$ cat config.mk
export PLATFORM = sky130hd
export DESIGN_NAME = bcc_control
export DESIGN_NICKNAME = d
export VERILOG_FILES = /design/src/bcc_pkg.sv /design/src/bcc_control.sv
export SDC_FILE = /design/constraint.sdc
export NUM_CORES = 1
export LEC_CHECK = 0
export ABC_AREA = 1
export BUFFER_PORTS_ARGS = -buffer_cell sky130_fd_sc_hd__buf_2
export CAP_MARGIN = 0
export CORE_MARGIN = 1.5
export CORE_UTILIZATION = 50
export CTS_BUF_LIST = sky130_fd_sc_hd__clkbuf_4 sky130_fd_sc_hd__clkbuf_8 sky130_fd_sc_hd__clkbuf_16
export CTS_CLUSTER_DIAMETER = 100
export DETAILED_ROUTE_END_ITERATION = 12
export MAX_ROUTING_LAYER = met4
export PLACE_DENSITY = 0.76
export SYNTH_ARGS = -nofsm -noshare
export SYNTH_HDL_FRONTEND = slang
export SYNTH_SLANG_ARGS = --single-unit
$ cat constraint.sdc
create_clock -name sys_clk -period 1.9 [get_ports sys_clk]
set_clock_uncertainty 0.15 [all_clocks]
set_input_delay 0.095 -clock sys_clk [delete_from_list [all_inputs] [get_ports sys_clk]]
set_output_delay 0.095 -clock sys_clk [all_outputs]
set_load 0.005 [all_outputs]
$ cat src/bcc_pkg.sv
// Package: register map, field positions, reset values and carriers for converter one control
package bcc_pkg;

  // ==========================================================================
  // Register offsets and reset values
  localparam logic [7:0] BCC_ENABLE_SLEEP_ADDR     = 8'h44;
  localparam logic [7:0] BCC_RESET_DEBOUNCE_ADDR   = 8'h45;
  localparam logic [7:0] BCC_SOFTSTART_LP_ADDR     = 8'h46;
  localparam logic [7:0] BCC_ENABLE_SLEEP_RST      = 8'h42;
  localparam logic [7:0] BCC_RESET_DEBOUNCE_RST    = 8'h93;
  localparam logic [7:0] BCC_SOFTSTART_LP_RST      = 8'h21;

  // ==========================================================================
  // Field positions, first register
  localparam int BCC_DIRECT_ON_BIT      = 7;
  localparam int BCC_SEQ_SOURCE_BIT     = 6;
  localparam int BCC_LATCH_ON_BIT       = 5;
  localparam int BCC_SLEEP_OFF_BIT      = 4;
  localparam int BCC_DEEP_OFF_BIT       = 2;
  localparam int BCC_PEAK_LIMIT_BIT     = 1;
  // Second register
  localparam int BCC_MODE_BIT           = 7;
  localparam int BCC_RESET_LINK_BIT     = 6;
  localparam int BCC_QUALIFY_LSB        = 3;
  localparam int BCC_GOOD_LSB           = 0;
  // Third register
  localparam int BCC_TURN_ON_LSB        = 4;
  localparam int BCC_SOFT_START_BIT     = 3;
  localparam int BCC_LP_DISABLE_BIT     = 2;
  localparam int BCC_STANDBY_LSB        = 0;

  // ==========================================================================
  // Power states of the device as seen by this block
  typedef enum logic [2:0] {
    BCC_PWR_ACTIVE     = 3'b001,
    BCC_PWR_SLEEP      = 3'b010,
    BCC_PWR_DEEP_SLEEP = 3'b100
  } bcc_pwr_t;

  // Register write/read port carrier
  typedef struct packed {
    logic       wr_en;
    logic       rd_en;
    logic [7:0] addr;
    logic [7:0] wdata;
  } bcc_req_t;

  // Decoded configuration towards the converter
  typedef struct packed {
    logic       seq_source_select;
    logic       startup_mode;
    logic [2:0] qualify_debounce;
    logic [2:0] good_debounce;
    logic [3:0] turn_on_debounce;
    logic       soft_start_time;
    logic [1:0] standby_input_select;
  } bcc_seq_cfg_t;

endpackage : bcc_pkg

$ cat src/bcc_control.sv
// Module: configuration registers and on/off control of the first step-down converter
// What this block does
// - Direct-enable bit set: converter follows host write, bypassing sequencer; else sequencer.
// - Latch-on clear: converter drops with its sequencing input; set: stays on.
// - Sleep-off bit set turns converter off in Sleep; clear keeps it on.
// - Deep-sleep-off bit set turns converter off in Deep Sleep; clear keeps it.
// - Limit select: clear picks 3.8A peak limit, set picks 5.0A.
// - Reset-link set: converter off drives system reset low; clear: no effect.
// - Low-power-disable set forbids low-power mode; clear allows it.
// - Factory sequencing and debounce fields drive the startup sequencing configuration.
// - Two-bit standby field selects which inputs control voltage scaling.
// - Registers reset to 0x42, 0x93 and 0x21 at 0x44, 0x45, 0x46.
module bcc_control
  import bcc_pkg::*;
(
  input  wire logic         sys_clk,
  input  wire logic         rst,
  input  wire bcc_req_t     reg_req,
  input  wire logic         seq_enable,
  input  wire logic         seq_input_on,
  input  wire bcc_pwr_t     pwr_state,
  output logic [7:0]        reg_rdata_ff,
  output logic              reg_rvalid_ff,
  output logic              conv_on_ff,
  output logic              peak_limit_select_ff,
  output logic              low_power_allow_ff,
  output logic              system_reset_out_n_ff,
  output bcc_seq_cfg_t      seq_cfg_ff
);

  // ==========================================================================
  // Helper functions
  // One-hot register select; shared by the write path and the read path
  function automatic logic [2:0] reg_select(input logic [7:0] addr);
    logic [2:0] sel;
    sel = 3'h0;
    unique case (addr)
      BCC_ENABLE_SLEEP_ADDR:   sel = 3'h1;
      BCC_RESET_DEBOUNCE_ADDR: sel = 3'h2;
      BCC_SOFTSTART_LP_ADDR:   sel = 3'h4;
      default:                 sel = 3'h0;
    endcase
    return sel;
  endfunction : reg_select

  // Next value of one register: a write replaces the whole byte, reserved bits included
  function automatic logic [7:0] write_merge(
    input logic       hit,
    input logic [7:0] cur,
    input logic [7:0] wdata
  );
    logic [7:0] res;
    res = cur;
    if (hit) begin
      res = wdata;
    end
    return res;
  endfunction : write_merge

  // Read data for a one-hot select; no select reads as zero
  function automatic logic [7:0] read_mux(
    input logic [2:0] sel,
    input logic [7:0] cfg_en,
    input logic [7:0] cfg_rst,
    input logic [7:0] cfg_ss
  );
    logic [7:0] res;
    res = 8'h00;
    unique case (sel)
      3'h1:    res = cfg_en;
      3'h2:    res = cfg_rst;
      3'h4:    res = cfg_ss;
      default: res = 8'h00;
    endcase
    return res;
  endfunction : read_mux

  // Power-state override: the sleep-off bits win over direct enable and the sequencer
  function automatic logic pwr_forces_off(
    input logic [7:0] cfg_en,
    input bcc_pwr_t   pwr
  );
    logic off;
    off = 1'b0;
    unique case (pwr)
      BCC_PWR_ACTIVE:     off = 1'b0;
      BCC_PWR_SLEEP:      off = cfg_en[BCC_SLEEP_OFF_BIT];
      BCC_PWR_DEEP_SLEEP: off = cfg_en[BCC_DEEP_OFF_BIT];
      default:            off = 1'b0;
    endcase
    return off;
  endfunction : pwr_forces_off

  // Sequencer path: with the latch-on bit set the converter rides through a drop of its input
  function automatic logic seq_gate(
    input logic enable,
    input logic input_on,
    input logic latch_on,
    input logic latched
  );
    logic on;
    on = 1'b0;
    if (enable) begin
      on = input_on || (latch_on && latched);
    end
    return on;
  endfunction : seq_gate

  // Reset output level: low only while the link is set and the converter is off
  function automatic logic reset_level(
    input logic link,
    input logic on
  );
    logic level;
    level = !(link && !on);
    return level;
  endfunction : reset_level

  // Factory fields are passed through untouched; their meaning lives in the sequencer
  function automatic bcc_seq_cfg_t seq_fields(
    input logic [7:0] cfg_en,
    input logic [7:0] cfg_rst,
    input logic [7:0] cfg_ss
  );
    bcc_seq_cfg_t f;
    f.seq_source_select    = cfg_en[BCC_SEQ_SOURCE_BIT];
    f.startup_mode         = cfg_rst[BCC_MODE_BIT];
    f.qualify_debounce     = cfg_rst[BCC_QUALIFY_LSB +: 3];
    f.good_debounce        = cfg_rst[BCC_GOOD_LSB +: 3];
    f.turn_on_debounce     = cfg_ss[BCC_TURN_ON_LSB +: 4];
    f.soft_start_time      = cfg_ss[BCC_SOFT_START_BIT];
    f.standby_input_select = cfg_ss[BCC_STANDBY_LSB +: 2];
    return f;
  endfunction : seq_fields

  // ==========================================================================
  // Write select
  logic [2:0] wr_sel;

  // Reserved and factory bits are stored as written; the host must write them back unchanged
  always_comb begin
    wr_sel = reg_req.wr_en ? reg_select(reg_req.addr) : 3'h0;
  end

  // Enable and sleep register
  logic [7:0] cfg_en_ff;
  logic [7:0] nxt_cfg_en;

  always_comb begin
    nxt_cfg_en = write_merge(wr_sel[0], cfg_en_ff, reg_req.wdata);
  end

  always_ff @(posedge sys_clk or posedge rst) begin
    if (rst) begin
      cfg_en_ff <= BCC_ENABLE_SLEEP_RST;
    end else begin
      cfg_en_ff <= nxt_cfg_en;
    end
  end

  // Reset link and debounce register
  logic [7:0] cfg_rst_ff;
  logic [7:0] nxt_cfg_rst;

  always_comb begin
    nxt_cfg_rst = write_merge(wr_sel[1], cfg_rst_ff, reg_req.wdata);
  end

  always_ff @(posedge sys_clk or posedge rst) begin
    if (rst) begin
      cfg_rst_ff <= BCC_RESET_DEBOUNCE_RST;
    end else begin
      cfg_rst_ff <= nxt_cfg_rst;
    end
  end

  // Soft-start and low-power register
  logic [7:0] cfg_ss_ff;
  logic [7:0] nxt_cfg_ss;

  always_comb begin
    nxt_cfg_ss = write_merge(wr_sel[2], cfg_ss_ff, reg_req.wdata);
  end

  always_ff @(posedge sys_clk or posedge rst) begin
    if (rst) begin
      cfg_ss_ff <= BCC_SOFTSTART_LP_RST;
    end else begin
      cfg_ss_ff <= nxt_cfg_ss;
    end
  end

  // ==========================================================================
  // Read response
  logic [2:0] rd_sel;
  logic [7:0] nxt_rdata;
  logic       nxt_rvalid;

  // Unmapped addresses still answer, with zero data; a read in the same cycle as a
  // write to that register returns the old value
  always_comb begin
    rd_sel     = reg_req.rd_en ? reg_select(reg_req.addr) : 3'h0;
    nxt_rvalid = reg_req.rd_en;
    nxt_rdata  = read_mux(rd_sel, cfg_en_ff, cfg_rst_ff, cfg_ss_ff);
  end

  always_ff @(posedge sys_clk or posedge rst) begin
    if (rst) begin
      reg_rdata_ff  <= 8'h00;
      reg_rvalid_ff <= 1'b0;
    end else begin
      reg_rdata_ff  <= nxt_rdata;
      reg_rvalid_ff <= nxt_rvalid;
    end
  end

  // ==========================================================================
  // Sequencer latch
  // Remembers that the sequencing input was seen on; cleared only when the sequencer drops
  logic latched_on_ff;
  logic nxt_latched_on;

  always_comb begin
    nxt_latched_on = latched_on_ff;
    if (!seq_enable) begin
      nxt_latched_on = 1'b0;
    end else if (seq_input_on) begin
      nxt_latched_on = 1'b1;
    end
  end

  always_ff @(posedge sys_clk or posedge rst) begin
    if (rst) begin
      latched_on_ff <= 1'b0;
    end else begin
      latched_on_ff <= nxt_latched_on;
    end
  end

  // ==========================================================================
  // Converter enable
  // Built from next register values so a write reaches the pin at the edge it lands
  logic seq_on;
  logic nxt_on;

  always_comb begin
    seq_on = seq_gate(seq_enable, seq_input_on, nxt_cfg_en[BCC_LATCH_ON_BIT], latched_on_ff);
    if (nxt_cfg_en[BCC_DIRECT_ON_BIT]) begin
      nxt_on = 1'b1;
    end else begin
      nxt_on = seq_on;
    end
    if (pwr_forces_off(nxt_cfg_en, pwr_state)) begin
      nxt_on = 1'b0;
    end
  end

  always_ff @(posedge sys_clk or posedge rst) begin
    if (rst) begin
      conv_on_ff <= 1'b0;
    end else begin
      conv_on_ff <= nxt_on;
    end
  end

  // ==========================================================================
  // Peak current limit
  logic nxt_limit;

  always_comb begin
    nxt_limit = nxt_cfg_en[BCC_PEAK_LIMIT_BIT];
  end

  always_ff @(posedge sys_clk or posedge rst) begin
    if (rst) begin
      peak_limit_select_ff <= BCC_ENABLE_SLEEP_RST[BCC_PEAK_LIMIT_BIT];
    end else begin
      peak_limit_select_ff <= nxt_limit;
    end
  end

  // ==========================================================================
  // Low-power permission
  logic nxt_lp_allow;

  always_comb begin
    nxt_lp_allow = !nxt_cfg_ss[BCC_LP_DISABLE_BIT];
  end

  always_ff @(posedge sys_clk or posedge rst) begin
    if (rst) begin
      low_power_allow_ff <= !BCC_SOFTSTART_LP_RST[BCC_LP_DISABLE_BIT];
    end else begin
      low_power_allow_ff <= nxt_lp_allow;
    end
  end

  // ==========================================================================
  // System reset link
  // Level, not pulse: reset stays low for as long as the converter is off and linked
  logic nxt_reset_n;

  always_comb begin
    nxt_reset_n = reset_level(nxt_cfg_rst[BCC_RESET_LINK_BIT], nxt_on);
  end

  always_ff @(posedge sys_clk or posedge rst) begin
    if (rst) begin
      system_reset_out_n_ff <= 1'b0;
    end else begin
      system_reset_out_n_ff <= nxt_reset_n;
    end
  end

  // ==========================================================================
  // Sequencing configuration
  // Reads zero during reset; the sequencer must not act on it before the first edge
  bcc_seq_cfg_t nxt_seq_cfg;

  always_comb begin
    nxt_seq_cfg = seq_fields(nxt_cfg_en, nxt_cfg_rst, nxt_cfg_ss);
  end

  always_ff @(posedge sys_clk or posedge rst) begin
    if (rst) begin
      seq_cfg_ff <= '0;
    end else begin
      seq_cfg_ff <= nxt_seq_cfg;
    end
  end

endmodule : bcc_control

---- Word level (Yosys, flattened, before mapping) ----
Index checks and enable logic that the tools add are counted.
storage, ports and cells
  register bits after elaboration ......... 53
operators by class
  eq/ne operators ......................... 9
  muxes and demuxes ....................... 13
  reduce and logical (&&, ||, !) cells .... 6
operator list
  cell                  count
  $eq A8 B7 Y1 const B  3
  $mux W8               3
  $pmux W8 S3           1
  $pmux W3 S3           1
  $eq A3 B2 Y1 const B  2
  $eq A3 B3 Y1 const B  2
  $mux W3               2
  $mux W1               5
  $eq A3 B1 Y1 const B  1
  $logic_not A1 Y1      3
  $logic_and A1 B1 Y1   2
  $ne A2 B1 Y1 const B  1
  $pmux W1 S2           1
  $logic_or A1 B1 Y1    1

---- Logic depth before layout (Yosys ltp) ----
  depth in word-level cells ............... 12
  depth in mapped cells ................... 10
  depth with buffers taken out ............ 10

---- Worst setup path before layout ----
OpenSTA, ideal clock, no wires.
  kind .................................... input -> register
  start point ............................. input reg_req[12] (netlist bit)
  end point ............................... register seq_cfg_ff[13] (netlist bit)
  library setup time ...................... 0.127 ns
  data arrival time ....................... 1.033 ns
  slack ................................... 0.590 ns
  stages .................................. 6
  path buffers ............................ 0
  path through ............................ inv_1 nand2_1 nor2_8 nand2_2 nor2_8 mux2_4
on the way
  word-level cells in the longest chain between the ends .. 4
  elaborated cells on any way between the ends .. 6
  those cells by class .................... eq/ne (3); mux (3)
ends and longest elaborated chain
  what                  RTL line            text
  from (decl)           bcc_control.sv:18   input wire bcc_req_t reg_req,
  $eq A8 B7 Y1          bcc_control.sv:37   unique case (addr)
  $pmux W3 S3 (*)       bcc_control.sv:37
  $mux W3 (*)           bcc_control.sv:142  wr_sel = reg_req.wr_en ? reg_select(reg_req.addr) : 3'h0;
  $mux W8 (*)           bcc_control.sv:54   if (hit) begin
  via nxt_cfg_rst[7]    bcc_control.sv:163  logic [7:0] nxt_cfg_rst;
  to (signal assigned)  bcc_control.sv:328  seq_cfg_ff <= nxt_seq_cfg;
  to (decl)             bcc_control.sv:28   output bcc_seq_cfg_t seq_cfg_ff
The timed path passes the listed nets; every way through them passes the cells marked *.
A chain may end at the register's enable or synchronous reset.

==> flow_metrics.py <==
metrics = {
    "die": {
        "die_w_um": 64.5,
        "initial_utilization": 0.520,
        "die_y_um": 64.5,
        "io_pins": 53,
        "core_area_mm2": 0.00363,
        "fp.dieArea_mm2": 0.00415,
        "num_rows": 22,
    },
    "placement": {
        "hpwl_um": 2560,
        "place.gp.congestion": 0.813,
        "dp.cells": 272,
        "dpl_worst_slack_ns": 0.388,
        "io_buffers": 52,
        "dpl_cell_area_mm2": 0.00216,
    },
    "synthesis": {
        "synthArstFlopShare": 1.00,
        "synth.most_common_cell": "nand2_1",
        "ys_warn_count": 0,
        "syn_inst": 179,
        "synth-xor-area-share": 0,
        "syn_area_mm2": 0.00189,
        "synth_cell_types": 26,
        "synth_common_cells": "39 x nand2_1, 35 x dfrtp_1, 27 x inv_1, 9 x buf_4, 9 x dfstp_2",
        "synth_top_cell_by_area": "dfrtp_1",
        "synth-edff-count": 0,
        "synth_top_family_by_area": "simple AND/OR/NAND/NOR gates",
        "synth_compound_area_frac": 0.0802,
        "ys_seq_area_frac": 0.589,
        "syn_nets": 204,
        "synth-simple-area-share": 0.188,
        "synth_adder_area_share": 0,
        "yosys_most_used_dff": "dfrtp_1",
        "ys_top_cells_by_area": "dfrtp_1 46%, dfstp_2 13%, nand2_1 7.8%",
        "synthMuxAreaShare": 0.0457,
        "synth_seq_cells": 44,
        "synth_area_per_cell_um2": 10.5,
        "synth_top_area_frac": 0.464,
    },
    "route": {
        "drtIter0Drc": 74,
        "dr.pass1.iters": 4,
        "wl_met2_um": 1770,
        "wl_met3_um": 213,
        "wl_per_cell_um": 12.6,
        "top_layer": "met4",
        "drc": 0,
        "antenna_left": 0,
        "vias_per_cell": 4.76,
        "wirelength_um": 3670,
        "vias": 1391,
        "wl_met1_um": 1620,
    },
    "cells_and_area": {
        "area_growth_pct": 25.2,
        "finish.instance_area_mm2": 0.00236,
        "n_fill_cell": 308,
        "drive_above_1_share": 0.373,
        "antennaDiodeCount": 0,
        "stdcell_count": 292,
        "final_nets": 268,
    },
    "grt": {
        "grt_pass1_vias": 1396,
        "grt_first_pass_wirelength_um": 6410,
        "track_usage": 0.213,
        "grt_antenna_before_repair": 0,
        "grt_overflow": 0,
        "grt_max_degree": 45,
    },
    "worst_setup_path": {
        "cp-end-kind": "flop",
        "timing.rr.start": "latched_on_ff",
        "cp-start-kind": "flop",
        "path_max_fanout": 2,
        "cp.arrival_ns": 1.44,
        "crit_type": "reg -> reg",
        "cp.required_ns": 1.93,
        "startpoint": "latched_on_ff",
    },
    "run": {
        "drv_cap": 0,
    },
    "sta": {
        "finalHoldViolations": 0,
        "period_minus_slack_ns": 1.41,
        "slew_headroom": 0.649,
        "setup_viol": 0,
        "fin_setup_tns_ns": 0,
        "worstMarginPinSlew_ns": 0.527,
        "fmax_mhz": 712,
        "whs_ns": 0.0160,
        "fin_ws_ns": 0.495,
        "period_share": 0.740,
        "drv_slew": 0,
        "rsz0062_at_grt": "false",
    },
    "cts": {
        "cts_tree": "yes",
        "cts_num_sinks": 44,
        "clockBufferDepth": 2,
        "cts_setup_buffers": 0,
        "cts_root_buf": "clkbuf_8",
        "cts_htree_levels": 2,
        "cts_resized": 0,
        "insertion_delay_ns": 0.30,
        "cts-buffers-inserted": 5,
        "path_clk_slew_ns": 0.08,
    },
    "run_status": {
        "status": "finished clean",
    },
    "power": {
        "p_per_area_mw_per_mm2": 753,
        "ir_drop_mv": 0.422,
        "p_leak_uw": 0.00126,
    },
    "min_path": {
        "hp-start": "reg_req[17]",
        "min_path_type": "in -> reg",
    },
}
-- metrics by stage --
stage	total power, uW	util
3_3_place_gp	1200	0.593
3_5_place_dp	1210	0.593
2_1_floorplan	1140	-
4_1_cts	1790	0.650
6_report	1780	0.650
5_1_grt	1870	0.650
-- layout by cell type, fill, tap and decap left out, types with 3 or more instances in the layout --
| master | count |
|---|---|
| buf_2 | 52 |
| nand2_1 | 39 |
| dfrtp_1 | 35 |
| inv_1 | 27 |
| dlygate4sd3_1 | 12 |
| dfstp_2 | 9 |
| o21ai_0 | 7 |
| nand3_1 | 6 |
| o221ai_1 | 6 |
| mux2_4 | 5 |
| o21ai_1 | 5 |
| clkbuf_8 | 5 |
| inv_2 | 4 |
| nand4_1 | 4 |
| o21a_1 | 3 |
| nand2_2 | 3 |
-- final cells by class --
| class | count | area [um2] | area share |
|---|---|---|---|
| multi-input cells | 95 | 592 | 0.250 |
| clock inverters | 3 | 18.8 | 0.00794 |
| clock buffers | 5 | 68.8 | 0.0291 |
| repair buffers | 66 | 395 | 0.167 |
| inverters | 31 | 116 | 0.0492 |
| well taps | 48 | 60.1 | 0.0254 |
| flip-flops and latches | 44 | 1110 | 0.471 |
-- critical path: stages (launching register included) --
cell,delay [ns]
dfrtp_1,0.38
o21a_1,0.21
dlygate4sd3_1,0.56
-- cell families (layout without fill, tap and decap cells) --
group,count (synthesis),after routing
simple gates,66,66
flops,44,44
buf+inv,40,105
compound gates,23,23
mux,6,6
-- power by group --
part | leakage (uW) | switching (uW) | total, uW | internal [uW]
clock | 0.0000479 | 318 | 574 | 256
sequential | 0.000519 | 22.0 | 1020 | 997
combinational | 0.000698 | 98.5 | 187 | 88.4
total | 0.00126 | 438 | 1780 | 1340
-- metal layers --
layer,GRT usage,vias to the layer above
met3,0.0521,8
met1,0.280,650
met4,0.0824,0
met2,0.323,44
li1,-,689
met5,-,-
-- worst paths after layout --
kind	endpoint	slack [ns]	cells past startpoint
max	latched_on_ff	0.49	2
min	cfg_en_ff[5]	0.02	3
max reg2reg	latched_on_ff	0.49	2
min reg2reg	low_power_allow_ff	0.31	1
max in group asynchronous	cfg_rst_ff[4]	0.90	4
min in group asynchronous	reg_rdata_ff[1]	0.31	4
-- registers in the layout, summed over array words and instances (netlist names) --
name	flops
reg_rdata_ff	8
latched_on_ff	1
cfg_ss_ff	6
conv_on_ff	1
system_reset_out_n_ff	1
low_power_allow_ff	1
cfg_en_ff	8
seq_cfg_ff	10
cfg_rst_ff	7
reg_rvalid_ff	1
-- what timing repair did --
action,4_1_cts,5_1_grt
hold buffers,12,0
endpoints found under the setup margin,0,0
hold endpoints to repair,66,0
Note: power is estimated with default switching activity, not from simulation.
